## config.mk

```make
export PLATFORM = sky130hd
export DESIGN_NAME = sbpc_control
export DESIGN_NICKNAME = d
export VERILOG_FILES = /design/src/sbpc_pkg.sv /design/src/sbpc_sync.sv /design/src/sbpc_blank_timer.sv /design/src/sbpc_control.sv
export VERILOG_INCLUDE_DIRS = /design/src /design/src/src
export SDC_FILE = /design/constraint.sdc
export NUM_CORES = 1
export LEC_CHECK = 0
export BUFFER_PORTS_ARGS = -buffer_cell sky130_fd_sc_hd__buf_2
export CORE_ASPECT_RATIO = 0.8
export CORE_MARGIN = 10
export CORE_UTILIZATION = 40
export CTS_CLUSTER_DIAMETER = 40
export DETAILED_ROUTE_END_ITERATION = 12
export HOLD_SLACK_MARGIN = 0.02
export SLEW_MARGIN = 20
export SYNTH_ARGS = -nofsm -noshare
export SYNTH_HDL_FRONTEND = slang
export SYNTH_SLANG_ARGS = --single-unit
```

## constraint.sdc

```tcl
create_clock -name ref_clk -period 13.2 [get_ports ref_clk]
set_clock_uncertainty 0.2 [all_clocks]
set_input_delay 1.32 -clock ref_clk [delete_from_list [all_inputs] [get_ports ref_clk]]
set_output_delay 1.32 -clock ref_clk [all_outputs]
set_load 0.01 [all_outputs]
```

## src/sbpc_defines.svh

```systemverilog
// timing and reset constants of the burst and protection control block
`ifndef SBPC_DEFINES_SVH
`define SBPC_DEFINES_SVH

// ****************************************************************
// clock
// ****************************************************************
`define SBPC_CLK_PERIOD_NS 25

// ****************************************************************
// blanking times, in their own units
// ****************************************************************
`define SBPC_T_BURST_MS 20
`define SBPC_T_OVERLOAD_MS 40
`define SBPC_T_LATCH_US 210
`define SBPC_T_BROWNOUT_US 270
`define SBPC_T_FAST_RESET_US 450

// ****************************************************************
// reset values
// ****************************************************************
`define SBPC_BROWNOUT_RST 1'b1
`define SBPC_EVEN_RST 1'b1

`endif

```

## src/sbpc_pkg.sv

```systemverilog
// types shared by the burst and protection control block
`default_nettype none
package sbpc_pkg;

    // protection mode of the controller
    typedef enum logic [2:0] {
        SBPC_NORMAL = 3'b000,
        SBPC_ODD_SKIP = 3'b001,
        SBPC_NORMAL_RESTART = 3'b010,
        SBPC_NON_SWITCH = 3'b011,
        SBPC_LATCH = 3'b100
    } sbpc_mode_t;

    // digitized comparator decisions, all active high
    typedef struct packed {
        logic fbb_below_entry;    // below burst_entry_threshold
        logic fbb_above_wake;     // burst_wake_comparator, 3.5V
        logic fbb_below_sleep;    // burst_sleep_comparator, 3.2V
        logic fbb_above_exit;     // burst_exit_comparator, 4.0V
        logic fbb_above_overload; // overload_comparator, 4.5V
        logic brl_below_latch;    // 0.4V
        logic brl_below_brownout; // 1V
        logic brl_above_recover;  // 1.25V
        logic vcc_above_ovp;      // supply_overvoltage_trip, 25.5V
        logic vcc_below_off;      // 10.5V
        logic vcc_above_on;       // 17V
        logic vcc_above_ref;      // 8V
        logic temp_above_trip;    // 130 C
        logic temp_below_recover; // 80 C
    } sbpc_cmp_t;

endpackage
`default_nettype wire

```

## src/sbpc_sync.sv

```systemverilog
// two-flop synchroniser for a bundle of comparator levels
`default_nettype none
module sbpc_sync #(
    parameter int unsigned W = 1
) (
    input wire logic ref_clk,
    input wire logic reset,
    input wire logic [W-1:0] async_in,
    output logic [W-1:0] sync_out
);
    logic [W-1:0] meta_q;

    // first stage feeds only the second stage
    always_ff @(posedge ref_clk or posedge reset) begin
        if (reset) begin
            meta_q <= '0;
            sync_out <= '0;
        end else begin
            meta_q <= async_in;
            sync_out <= meta_q;
        end
    end
endmodule
`default_nettype wire

```

## src/sbpc_blank_timer.sv

```systemverilog
// blanking counter: done once run has held for CYCLES clocks
`default_nettype none
module sbpc_blank_timer #(
    parameter int unsigned CYCLES = 8
) (
    input wire logic ref_clk,
    input wire logic reset,
    input wire logic run,
    output logic done
);
    localparam int unsigned W = $clog2(CYCLES + 1);
    localparam logic [W-1:0] LIM = W'(CYCLES);

    logic [W-1:0] cnt_q;

    // restarts whenever run drops, saturates at the limit
    always_ff @(posedge ref_clk or posedge reset) begin
        if (reset) begin
            cnt_q <= '0;
        end else if (!run) begin
            cnt_q <= '0;
        end else if (cnt_q != LIM) begin
            cnt_q <= cnt_q + 1'b1;
        end
    end

    assign done = run && (cnt_q == LIM);
endmodule
`default_nettype wire

```

## src/sbpc_control.sv

```systemverilog
// burst mode, auto restart, latch and brownout control of the controller
`include "sbpc_defines.svh"
`default_nettype none
module sbpc_control
    import sbpc_pkg::*;
#(
    parameter int unsigned BURST_CYC =
        (`SBPC_T_BURST_MS * 1000000 + `SBPC_CLK_PERIOD_NS - 1) /
        `SBPC_CLK_PERIOD_NS,
    parameter int unsigned OVERLOAD_CYC =
        (`SBPC_T_OVERLOAD_MS * 1000000 + `SBPC_CLK_PERIOD_NS - 1) /
        `SBPC_CLK_PERIOD_NS,
    parameter int unsigned LATCH_CYC =
        (`SBPC_T_LATCH_US * 1000 + `SBPC_CLK_PERIOD_NS - 1) /
        `SBPC_CLK_PERIOD_NS,
    parameter int unsigned BROWNOUT_CYC =
        (`SBPC_T_BROWNOUT_US * 1000 + `SBPC_CLK_PERIOD_NS - 1) /
        `SBPC_CLK_PERIOD_NS,
    parameter int unsigned FAST_RESET_CYC =
        (`SBPC_T_FAST_RESET_US * 1000 + `SBPC_CLK_PERIOD_NS - 1) /
        `SBPC_CLK_PERIOD_NS
) (
    input wire logic ref_clk,
    input wire logic reset,
    input wire sbpc_cmp_t cmp_async,
    output logic switch_enable,
    output logic bias_enable,
    output logic burst_limit_select,
    output logic startup_cell_enable,
    output logic burst_flag,
    output logic brownout_active,
    output logic latch_active,
    output logic restart_even,
    output sbpc_mode_t protect_mode
);

    // ****************************************************************
    // input synchronisation
    // ****************************************************************
    sbpc_cmp_t c;

    // every comparator crosses two flops before use
    sbpc_sync #(
        .W($bits(sbpc_cmp_t))
    ) u_sync (
        .ref_clk(ref_clk),
        .reset(reset),
        .async_in(cmp_async),
        .sync_out(c)
    );

    // ****************************************************************
    // state
    // ****************************************************************
    sbpc_mode_t mode_q;
    sbpc_mode_t mode_d;
    logic on_q;
    logic on_d;
    logic even_q;
    logic even_d;
    logic burst_q;
    logic burst_d;
    logic wake_q;
    logic wake_d;
    logic brown_q;
    logic brown_d;
    logic otp_q;
    logic otp_d;
    logic hold_q;
    logic hold_d;
    logic arm_q;
    logic arm_d;

    // ****************************************************************
    // supply sequencing
    // ****************************************************************
    wire on_rise = c.vcc_above_on && !on_q && !c.vcc_below_off;
    wire on_fall = on_q && c.vcc_below_off;
    wire ref_good = c.vcc_above_ref;

    // undervoltage turns the core off, 17V brings it back
    assign on_d = c.vcc_below_off ? 1'b0 :
                  (c.vcc_above_on ? 1'b1 : on_q);

    // ****************************************************************
    // mode decoding
    // ****************************************************************
    wire in_normal = (mode_q == SBPC_NORMAL);
    wire in_odd_skip = (mode_q == SBPC_ODD_SKIP);
    wire in_nrm_rst = (mode_q == SBPC_NORMAL_RESTART);
    wire in_non_sw = (mode_q == SBPC_NON_SWITCH);
    wire in_latch = (mode_q == SBPC_LATCH);

    // fault detection is blind on odd restart cycles
    wire det_en = in_normal || in_nrm_rst ||
                  ((in_odd_skip || in_non_sw) && even_q);

    // modes in which the gate may be driven
    wire mode_sw = in_normal || in_nrm_rst ||
                   (in_odd_skip && even_q);

    // burst gating: only while the bias is awake
    wire burst_ok = !burst_q || wake_q;

    wire sw_allow = on_q && !brown_q && !hold_q &&
                    mode_sw && burst_ok;

    // ****************************************************************
    // blanking timers
    // ****************************************************************
    logic burst_done;
    logic ovl_done;
    logic latch_done;
    logic brown_done;
    logic fast_done;

    wire burst_run = c.fbb_below_entry && on_q && in_normal &&
                     !burst_q && !brown_q;
    wire ovl_run = c.fbb_above_overload && on_q && det_en &&
                   mode_sw && !burst_q;
    wire latch_run = c.brl_below_latch && ref_good && !in_latch;
    wire brown_run = c.brl_below_brownout && !brown_q;
    // keeps running in the cycle that passes 1V so done meets rise_end
    wire fast_run = arm_q && !c.brl_below_latch;

    // 20ms light-load qualification before burst entry
    sbpc_blank_timer #(
        .CYCLES(BURST_CYC)
    ) u_burst_tmr (
        .ref_clk(ref_clk),
        .reset(reset),
        .run(burst_run),
        .done(burst_done)
    );

    // 40ms overload or open-loop qualification
    sbpc_blank_timer #(
        .CYCLES(OVERLOAD_CYC)
    ) u_ovl_tmr (
        .ref_clk(ref_clk),
        .reset(reset),
        .run(ovl_run),
        .done(ovl_done)
    );

    // 210us external latch request qualification
    sbpc_blank_timer #(
        .CYCLES(LATCH_CYC)
    ) u_latch_tmr (
        .ref_clk(ref_clk),
        .reset(reset),
        .run(latch_run),
        .done(latch_done)
    );

    // 270us brownout qualification
    sbpc_blank_timer #(
        .CYCLES(BROWNOUT_CYC)
    ) u_brown_tmr (
        .ref_clk(ref_clk),
        .reset(reset),
        .run(brown_run),
        .done(brown_done)
    );

    // measures the 0.4V to 1V rise time of the latch input
    sbpc_blank_timer #(
        .CYCLES(FAST_RESET_CYC)
    ) u_fast_tmr (
        .ref_clk(ref_clk),
        .reset(reset),
        .run(fast_run),
        .done(fast_done)
    );

    // ****************************************************************
    // fault events
    // ****************************************************************
    wire ovp_fault = det_en && c.vcc_above_ovp;
    wire otp_fault = det_en && c.temp_above_trip;
    wire odd_fault = ovp_fault || ovl_done;

    // rise window ends when the input passes 1V
    wire rise_end = arm_q && !c.brl_below_brownout;
    wire fast_clr = rise_end && fast_done;

    // a restart cycle that is about to become even
    wire to_even = on_rise && !even_q;

    // ****************************************************************
    // mode sequencing
    // ****************************************************************
    // latch request outranks everything except the 8V clear
    always_comb begin
        mode_d = mode_q;
        if (!ref_good) begin
            mode_d = SBPC_NORMAL;
        end else if (latch_done) begin
            mode_d = SBPC_LATCH;
        end else begin
            case (mode_q)
                SBPC_NORMAL: begin
                    if (otp_fault) begin
                        mode_d = SBPC_NON_SWITCH;
                    end else if (odd_fault) begin
                        mode_d = SBPC_ODD_SKIP;
                    end else if (on_fall) begin
                        mode_d = SBPC_NORMAL_RESTART;
                    end
                end
                SBPC_ODD_SKIP: begin
                    if (to_even && !c.vcc_above_ovp) begin
                        mode_d = SBPC_NORMAL;
                    end
                end
                SBPC_NORMAL_RESTART: begin
                    if (on_rise) begin
                        mode_d = SBPC_NORMAL;
                    end
                end
                SBPC_NON_SWITCH: begin
                    if (to_even && !otp_q) begin
                        mode_d = SBPC_NORMAL;
                    end
                end
                SBPC_LATCH: begin
                    if (fast_clr) begin
                        mode_d = SBPC_NORMAL;
                    end
                end
                default: begin
                    mode_d = SBPC_NORMAL;
                end
            endcase
        end
    end

    // parity restarts at zero on entry, flips on each new cycle
    assign even_d = (mode_d != mode_q) ? `SBPC_EVEN_RST :
                    (on_rise ? !even_q : even_q);

    // a fault seen on an even cycle stops switching until next cycle
    assign hold_d = (mode_d != mode_q || on_rise) ? 1'b0 :
                    ((in_odd_skip && odd_fault) ? 1'b1 : hold_q);

    // temperature hysteresis, trip at 130C, release 50C lower
    assign otp_d = c.temp_above_trip ? 1'b1 :
                   (c.temp_below_recover ? 1'b0 : otp_q);

    // ****************************************************************
    // burst mode
    // ****************************************************************
    // set wins; leaving normal mode or power also drops burst
    assign burst_d = burst_done ? 1'b1 :
                     ((c.fbb_above_exit || !on_q || !in_normal) ?
                      1'b0 : burst_q);

    // bias sleeps on entry and toggles on the 3.5V/3.2V hysteresis
    assign wake_d = (burst_done || !burst_q) ? 1'b0 :
                    (c.fbb_above_wake ? 1'b1 :
                     (c.fbb_below_sleep ? 1'b0 : wake_q));

    // ****************************************************************
    // brownout and fast reset arming
    // ****************************************************************
    // set wins: power-up and 270us low both hold brownout on
    assign brown_d = (!ref_good || brown_done) ? 1'b1 :
                     ((c.brl_above_recover && c.vcc_above_on) ?
                      1'b0 : brown_q);

    // armed by a pull below 0.4V, spent once the input passes 1V
    assign arm_d = c.brl_below_latch ? 1'b1 :
                   (rise_end ? 1'b0 : arm_q);

    // ****************************************************************
    // state registers
    // ****************************************************************
    // control state
    always_ff @(posedge ref_clk or posedge reset) begin
        if (reset) begin
            mode_q <= SBPC_NORMAL;
            on_q <= 1'b0;
            even_q <= `SBPC_EVEN_RST;
            hold_q <= 1'b0;
            otp_q <= 1'b0;
        end else begin
            mode_q <= mode_d;
            on_q <= on_d;
            even_q <= even_d;
            hold_q <= hold_d;
            otp_q <= otp_d;
        end
    end

    // burst, brownout and fast reset state
    always_ff @(posedge ref_clk or posedge reset) begin
        if (reset) begin
            burst_q <= 1'b0;
            wake_q <= 1'b0;
            brown_q <= `SBPC_BROWNOUT_RST;
            arm_q <= 1'b0;
        end else begin
            burst_q <= burst_d;
            wake_q <= wake_d;
            brown_q <= brown_d;
            arm_q <= arm_d;
        end
    end

    // ****************************************************************
    // registered outputs
    // ****************************************************************
    // one cycle behind the state, so every output is a flop
    always_ff @(posedge ref_clk or posedge reset) begin
        if (reset) begin
            switch_enable <= 1'b0;
            bias_enable <= 1'b0;
            burst_limit_select <= 1'b0;
            startup_cell_enable <= 1'b1;
        end else begin
            switch_enable <= sw_allow;
            bias_enable <= on_q && burst_ok;
            burst_limit_select <= burst_q;
            startup_cell_enable <= !on_q;
        end
    end

    // status mirrors for the rest of the controller
    always_ff @(posedge ref_clk or posedge reset) begin
        if (reset) begin
            burst_flag <= 1'b0;
            brownout_active <= `SBPC_BROWNOUT_RST;
            latch_active <= 1'b0;
            restart_even <= `SBPC_EVEN_RST;
            protect_mode <= SBPC_NORMAL;
        end else begin
            burst_flag <= burst_q;
            brownout_active <= brown_q;
            latch_active <= in_latch;
            restart_even <= even_q;
            protect_mode <= mode_q;
        end
    end

endmodule
`default_nettype wire

```

* Yosys cells after proc, flatten, opt, wreduce, memory -nomap -nowiden
Index checks and enable logic that the tools add are counted.
** Word-level totals
- Flip-flop bits (word level) :: 133
- Output and inout port bits :: 11
** Cells by class
- Add/sub/neg operators :: 5
- Equality and inequality tests :: 20
- Muxes and demuxes :: 37
- Reductions and logical operators :: 69
** Operators with widths (number)
- $mux W14 :: 4
- $mux W21 :: 2
- $mux W20 :: 2
- $logic_and A1 B1 Y1 :: 36
- $mux W15 :: 2
- $add A14 B1 Y14 const B :: 2
- $eq A14 B14 Y1 const B :: 2
- $ne A14 B14 Y1 const B :: 2
- $mux W3 :: 9
- $add A21 B1 Y21 const B :: 1
- $eq A21 B21 Y1 const B :: 1
- $ne A21 B21 Y1 const B :: 1
- $add A20 B1 Y20 const B :: 1
- $eq A20 B20 Y1 const B :: 1
- $ne A20 B20 Y1 const B :: 1
- $mux W1 :: 17
- $add A15 B1 Y15 const B :: 1
- $eq A15 B15 Y1 const B :: 1
- $ne A15 B15 Y1 const B :: 1
- $pmux W3 S5 :: 1
- $reduce_bool A2 Y1 :: 7
- $logic_not A1 Y1 :: 13
- $logic_or A1 B1 Y1 :: 11
- $ne A2 B2 Y1 const B :: 5
- 6 further kinds :: 7

* Depth between registers and ports, before layout
- Depth in word-level cells :: 17
- Depth in mapped cells :: 8
- Depth with buffers taken out :: 8

* By module
Synthesis repeated with hierarchy kept, for this count alone.
** Second synthesis, totals
- Cells, all modules :: 619
- Area total of the unflattened synthesis :: 6384.9 µm²
** By module, submodules not included
- sbpc_blank_timer at u_ovl_tmr :: instances 1, cells each 122, area an instance 1234.9 µm²
- sbpc_blank_timer at u_burst_tmr :: instances 1, cells each 117, area an instance 1069.8 µm²
- sbpc_control :: instances 1, cells each 91, area an instance 947.2 µm²
- sbpc_blank_timer at u_fast_tmr :: instances 1, cells each 92, area an instance 858.3 µm²
- sbpc_blank_timer at u_latch_tmr :: instances 1, cells each 88, area an instance 799.5 µm²
- sbpc_blank_timer at u_brown_tmr :: instances 1, cells each 80, area an instance 770.7 µm²
- sbpc_sync :: instances 1, cells each 29, area an instance 704.4 µm²

* Worst setup path before layout
No wires, ideal clock.
- Path type :: reg-to-reg
- Start :: register even_q
- End :: register even_q
- Library setup time :: 0.094 ns
- Arrival :: 2.103 ns
- Path slack :: 10.802 ns
- Stages on the path, launching flop included :: 7
- Buffers on the path :: 0
- Period minus slack after synthesis :: 2.398 ns
- Cells stage by stage :: dfstp_2 > nand2b_1 > a2111o_1 > o31a_1 > a2bb2oi_2 > a2111oi_1 > or4_1
** On the way
- Word-level cells in the longest chain between the ends :: 14
** RTL lines
- start, declared :: line sbpc_control.sv:59 : logic even_q;
- start signal, assigned :: line sbpc_control.sv:283 : even_q <= `SBPC_EVEN_RST;
- start signal, assigned :: line sbpc_control.sv:289 : even_q <= even_d;
- $logic_and A1 B1 Y1 :: line sbpc_control.sv:96 : ((in_odd_skip || in_non_sw) && even_q);
- $logic_or A1 B1 Y1 :: line sbpc_control.sv:95 : wire det_en = in_normal || in_nrm_rst ||
- $logic_and A1 B1 Y1 (2 in a row) :: line sbpc_control.sv:119 : wire ovl_run = c.fbb_above_overload && on_q && det_en &&
- $logic_and A1 B1 Y1 :: line sbpc_control.sv:120 : mode_sw && !burst_q;
- $logic_and A1 B1 Y1 :: line sbpc_blank_timer.sv:27 : assign done = run && (cnt_q == LIM);
- $logic_or A1 B1 Y1 :: line sbpc_control.sv:181 : wire odd_fault = ovp_fault || ovl_done;
- $mux W3 :: line sbpc_control.sv:205 : end else if (odd_fault) begin
- $mux W3 :: line sbpc_control.sv:203 : if (otp_fault) begin
- $pmux W3 S5 :: line sbpc_control.sv:201 : case (mode_q)
- $mux W3 :: line sbpc_control.sv:198 : end else if (latch_done) begin
- $mux W3 :: line sbpc_control.sv:196 : if (!ref_good) begin
- $ne A3 B3 Y1 :: line sbpc_control.sv:239 : assign even_d = (mode_d != mode_q) ? `SBPC_EVEN_RST :
- $mux W1 / $reduce_bool A2 Y1 (equally long branches)
Parallel ways exist; a longest one is shown, timed or not. The select of a mux whose other input is x is not followed.
A chain may end at the register's enable or synchronous reset.

* Worst setup path in the final report
- Start :: register mode_q[1]
- End :: register even_q
** On the way
- Word-level cells in the longest chain between the ends :: 16
** RTL lines
- start, declared :: line sbpc_control.sv:55 : sbpc_mode_t mode_q;
- start signal, assigned :: line sbpc_control.sv:287 : mode_q <= mode_d;
- $eq A3 B1 Y1 / $eq A3 B2 Y1 (equally long branches) :: line sbpc_control.sv:89, sbpc_control.sv:201, sbpc_control.sv:91
- $logic_or A1 B1 Y1 :: line sbpc_control.sv:96
- $logic_and A1 B1 Y1 :: line sbpc_control.sv:96
- $logic_or A1 B1 Y1 :: line sbpc_control.sv:95
- $logic_and A1 B1 Y1 (2 in a row) :: line sbpc_control.sv:119
- $logic_and A1 B1 Y1 :: line sbpc_control.sv:120
- $logic_and A1 B1 Y1 :: line sbpc_blank_timer.sv:27
- $logic_or A1 B1 Y1 :: line sbpc_control.sv:181
- $mux W3 :: line sbpc_control.sv:205
- $mux W3 :: line sbpc_control.sv:203
- $pmux W3 S5 :: line sbpc_control.sv:201
- $mux W3 :: line sbpc_control.sv:198
- $mux W3 :: line sbpc_control.sv:196
- $ne A3 B3 Y1 (*) :: line sbpc_control.sv:239
- $mux W1 / $reduce_bool A2 Y1 (equally long branches)
Every way passes the cells marked *; elsewhere a longest branch is shown, timed or not.

==> flow_summary_export.csv <==
group,metric,value,unit
worst_setup_path,critPathTopFamily,"compound AO/OA/AOI/OAI gates",
grt,overflow,0,
pwr,power.internal,0.6852,mW
pwr,p_seq_frac,0.470,
grt,grt_pass1_wl,18800,um
timing,hold_viol_final,0,
cells_and_area,final_area,0.006698,mm2
worst_setup_path,path_buf_inv,0,
cells_and_area,diodes,0,
cells_and_area,nNetsFinal,615,
floorplanning,start_util,0.4081,
cells_and_area,drive_above_1_share,0.1179,
clock_tree,path_clk_slew,60,ps
synth,synth_area,0.005816,mm2
synth,yosysWarnings,0,
grt,grt_max_degree,90,
timing,relSlewSlack,0.4386,
cells_and_area,final_cells,786,
synth,synth_cells,557,
timing,whs,151.6,ps
placement,gp_congestion,0.7775,
route,vias,3882,
timing,drv_slew,0,
synth,synth_compound_area_frac,0.05250,
worst_setup_path,cp-endpoint,"even_q",
worst_setup_path,arrival,3080,ps
route,post-route-drc-count,0,
timing,clock.fmax,339.4,MHz
clock_tree,cts_resized,0,
job,cap_violations,0,
pwr,clkPwrFrac,0.492,
synth,ys_types,52,
timing,post-route-min-period,2947,ps
grt,grt_pass1_vias,3977,
route,highest_layer,"met4",
route,ant_nets,0,
status,status,"complete, no violations",
pwr,p_comb_frac,0.038,
clock_tree,cts_sinks,133,
cells_and_area,final_core_util,0.4701,
route,drt_wl_total,10710,um
worst_setup_path,critPathKind,"reg -> reg",
worst_setup_path,rr_endpoint,"even_q",
clock_tree,clockRootBuffer,"clkbuf_16",
clock_tree,clock_latency,410,ps
synth,ys.flop_type,"dfrtp_1",
timing,setup_violations,0,
synth,synthAdderAreaFrac,0.02151,
timing,setup_tns,0,ps
timing,rsz0062_at_grt,"no",
clock_tree,cts_tree,"yes",
route,wl_met3,395,um
timing,worst_slack,10250,ps
pwr,cellLeakagePower,2.782,nW
worst_setup_path,critPathLaunchType,"flip-flop",
floorplanning,fp.dieArea,0.01979,mm2
synth,synthSimpleGateAreaFrac,0.2203,
worst_setup_path,path_cells,"nand2b_1, a2111o_1, o31a_1, a2bb2oi_2, a2111oi_1, or4_1",
synth,seq_area_frac_synth,0.5734,
clock_tree,cts_max_level,4,
clock_tree,cts_buffer_depth,2,
placement,port_buffers,26,
cells_and_area,final_cell_mix,"dfrtp_1, nor2_1, xor2_1, nand2_1, nand3_1",
route,post_drt_wl_per_cell,13.62,um
worst_setup_path,rr_worst_depth,6,
grt,grt_usage,0.1144,
cells_and_area,layout_commonest_cell,"dfrtp_1",
placement,dp_hpwl,7347,um
synth,syn_area_per_cell,10.44,um2
placement,dp_cells,754,
route,drt-pass1-iter-count,4,
cells_and_area,fillers,1360,
worst_setup_path,cp_slowest_cell,"a2111o_1",
pwr,switchingPower,0.2249,mW
placement,dpl_cell_area,0.006123,mm2
floorplanning,core_area,0.01425,mm2
worst_setup_path,rrSetupSlack,10250,ps
worst_setup_path,cp_data_required_time,13330,ps
placement,post-place-ws,9995,ps
floorplanning,io_pins,27,
grt,antenna_found_initial,0,
synth,async_flop_share,1.000,
worst_setup_path,cp_num_cells,6,
cells_and_area,syn2layout_area_growth,15.17,%
synth,synth_top_family_by_area,"simple AND/OR/NAND/NOR gates",
clock_tree,cts_setup_buffers,0,
worst_setup_path,startpoint,"mode_q[1]",
route,drt_iter0_markers,214,
floorplanning,die_y,127.8,um
floorplanning,dieWidth,154.8,um
floorplanning,num_rows,39,
route,vias_per_cell,4.939,
clock_tree,cts_buffers,17,
pwr,power_density,135.9,mW/mm2
route,m1WireLength,5424,um
synth,synth_xor_area_frac,0.1009,
timing,tightest_slew,839.6,ps
worst_setup_path,worstSetupEndpointType,"flip-flop",
pwr,p_sw_frac,0.2471,
clock_tree,cts_hold_buf,0,
synth,synthMuxAreaShare,0.005164,
synth,synth-seq-cells,133,
timing,min_period_over_period,0.2232,
synth,syn-num-nets,583,
synth,synth_edf_count,0,
route,wl_met2,4812,um
worst_setup_path,worst-path-max-fanout,23,
pwr,peakVddDrop,0.08529,mV
min_path,worstHoldPathType,"reg -> reg",
pwr,power,0.9102,mW
worst_setup_path,critPathMaxStageDelay,730,ps
worst_setup_path,crit-reg2reg-launch,"mode_q[1]",
## area by class of cell
class / count / area, um2 / area share
well taps: 184 / 230.2 / 0.03437
inverters: 24 / 92.59 / 0.01382
flip-flops and latches: 133 / 3334 / 0.4979
clock inverters: 14 / 131.4 / 0.01962
clock buffers: 18 / 439.2 / 0.06557
repair buffers: 27 / 141.4 / 0.02111
multi-input cells: 386 / 2328 / 0.3477
## per-layer routing
metal,global-route usage,vias up
met3,0.03286,8
met5,0,-
met1,0.1516,1879
met4,0.04825,0
met2,0.1716,35
li1,-,1960
## worst register-to-register path, delay by kind of cell, from the launching register on
family / cells / cell delay (ps)
simple gates: 2 / 730
compound gates: 4 / 1440
flops: 1 / 490
## state kept, by name (all words and copies together) (netlist names), 3 cells and up
signal,flops
u_ovl_tmr.cnt_q,21
u_burst_tmr.cnt_q,20
u_fast_tmr.cnt_q,15
u_brown_tmr.cnt_q,14
u_latch_tmr.cnt_q,14
u_sync.meta_q,14
u_sync.sync_out,14
mode_q,3
protect_mode,3
## logic make-up after synthesis
kind of cell    Yosys count
xor+xnor                 67
flops                   133
fa+ha+maj                10
simple gates            256
compound gates           50
buf+inv                  38
mux                       3
## power by group through the flow
stage          clock network, mW  registers, mW  logic, mW
2_1_floorplan                  0          0.432     0.0258
3_3_place_gp                   0          0.435     0.0343
3_5_place_dp                   0          0.436     0.0352
4_1_cts                    0.461          0.428     0.0355
5_1_grt                    0.477          0.430     0.0396
6_report                   0.448          0.428     0.0344
## cell usage after synthesis, types with 6 or more instances
cell / n / share of area
or3_1: 11 / 0.012
clkbuf_1: 9 / 0.0058
nand4_1: 17 / 0.018
xor2_1: 44 / 0.066
nor4_1: 8 / 0.0086
inv_1: 22 / 0.014
nor2_1: 95 / 0.061
a21oi_1: 19 / 0.016
nand2_1: 36 / 0.023
dfrtp_1: 128 / 0.55
nor4bb_1: 6 / 0.010
nor3_1: 9 / 0.0077
o21ai_0: 13 / 0.011
ha_1: 10 / 0.022
nand3_1: 34 / 0.029
and3_1: 12 / 0.013
xnor2_1: 23 / 0.035
## worst min path at each step
stage	slack, ps	depth (start not counted)	from	to
floorplan	130	0	u_sync.meta_q[0]	u_sync.sync_out[0]
global placement	140	0	u_sync.meta_q[13]	u_sync.sync_out[13]
detailed placement	140	0	u_sync.meta_q[3]	u_sync.sync_out[3]
CTS	150	0	u_sync.meta_q[3]	u_sync.sync_out[3]
global route	160	0	u_sync.meta_q[7]	u_sync.sync_out[7]
finish	150	0	u_sync.meta_q[3]	u_sync.sync_out[3]
No activity file was read; power rests on OpenSTA's default activity.
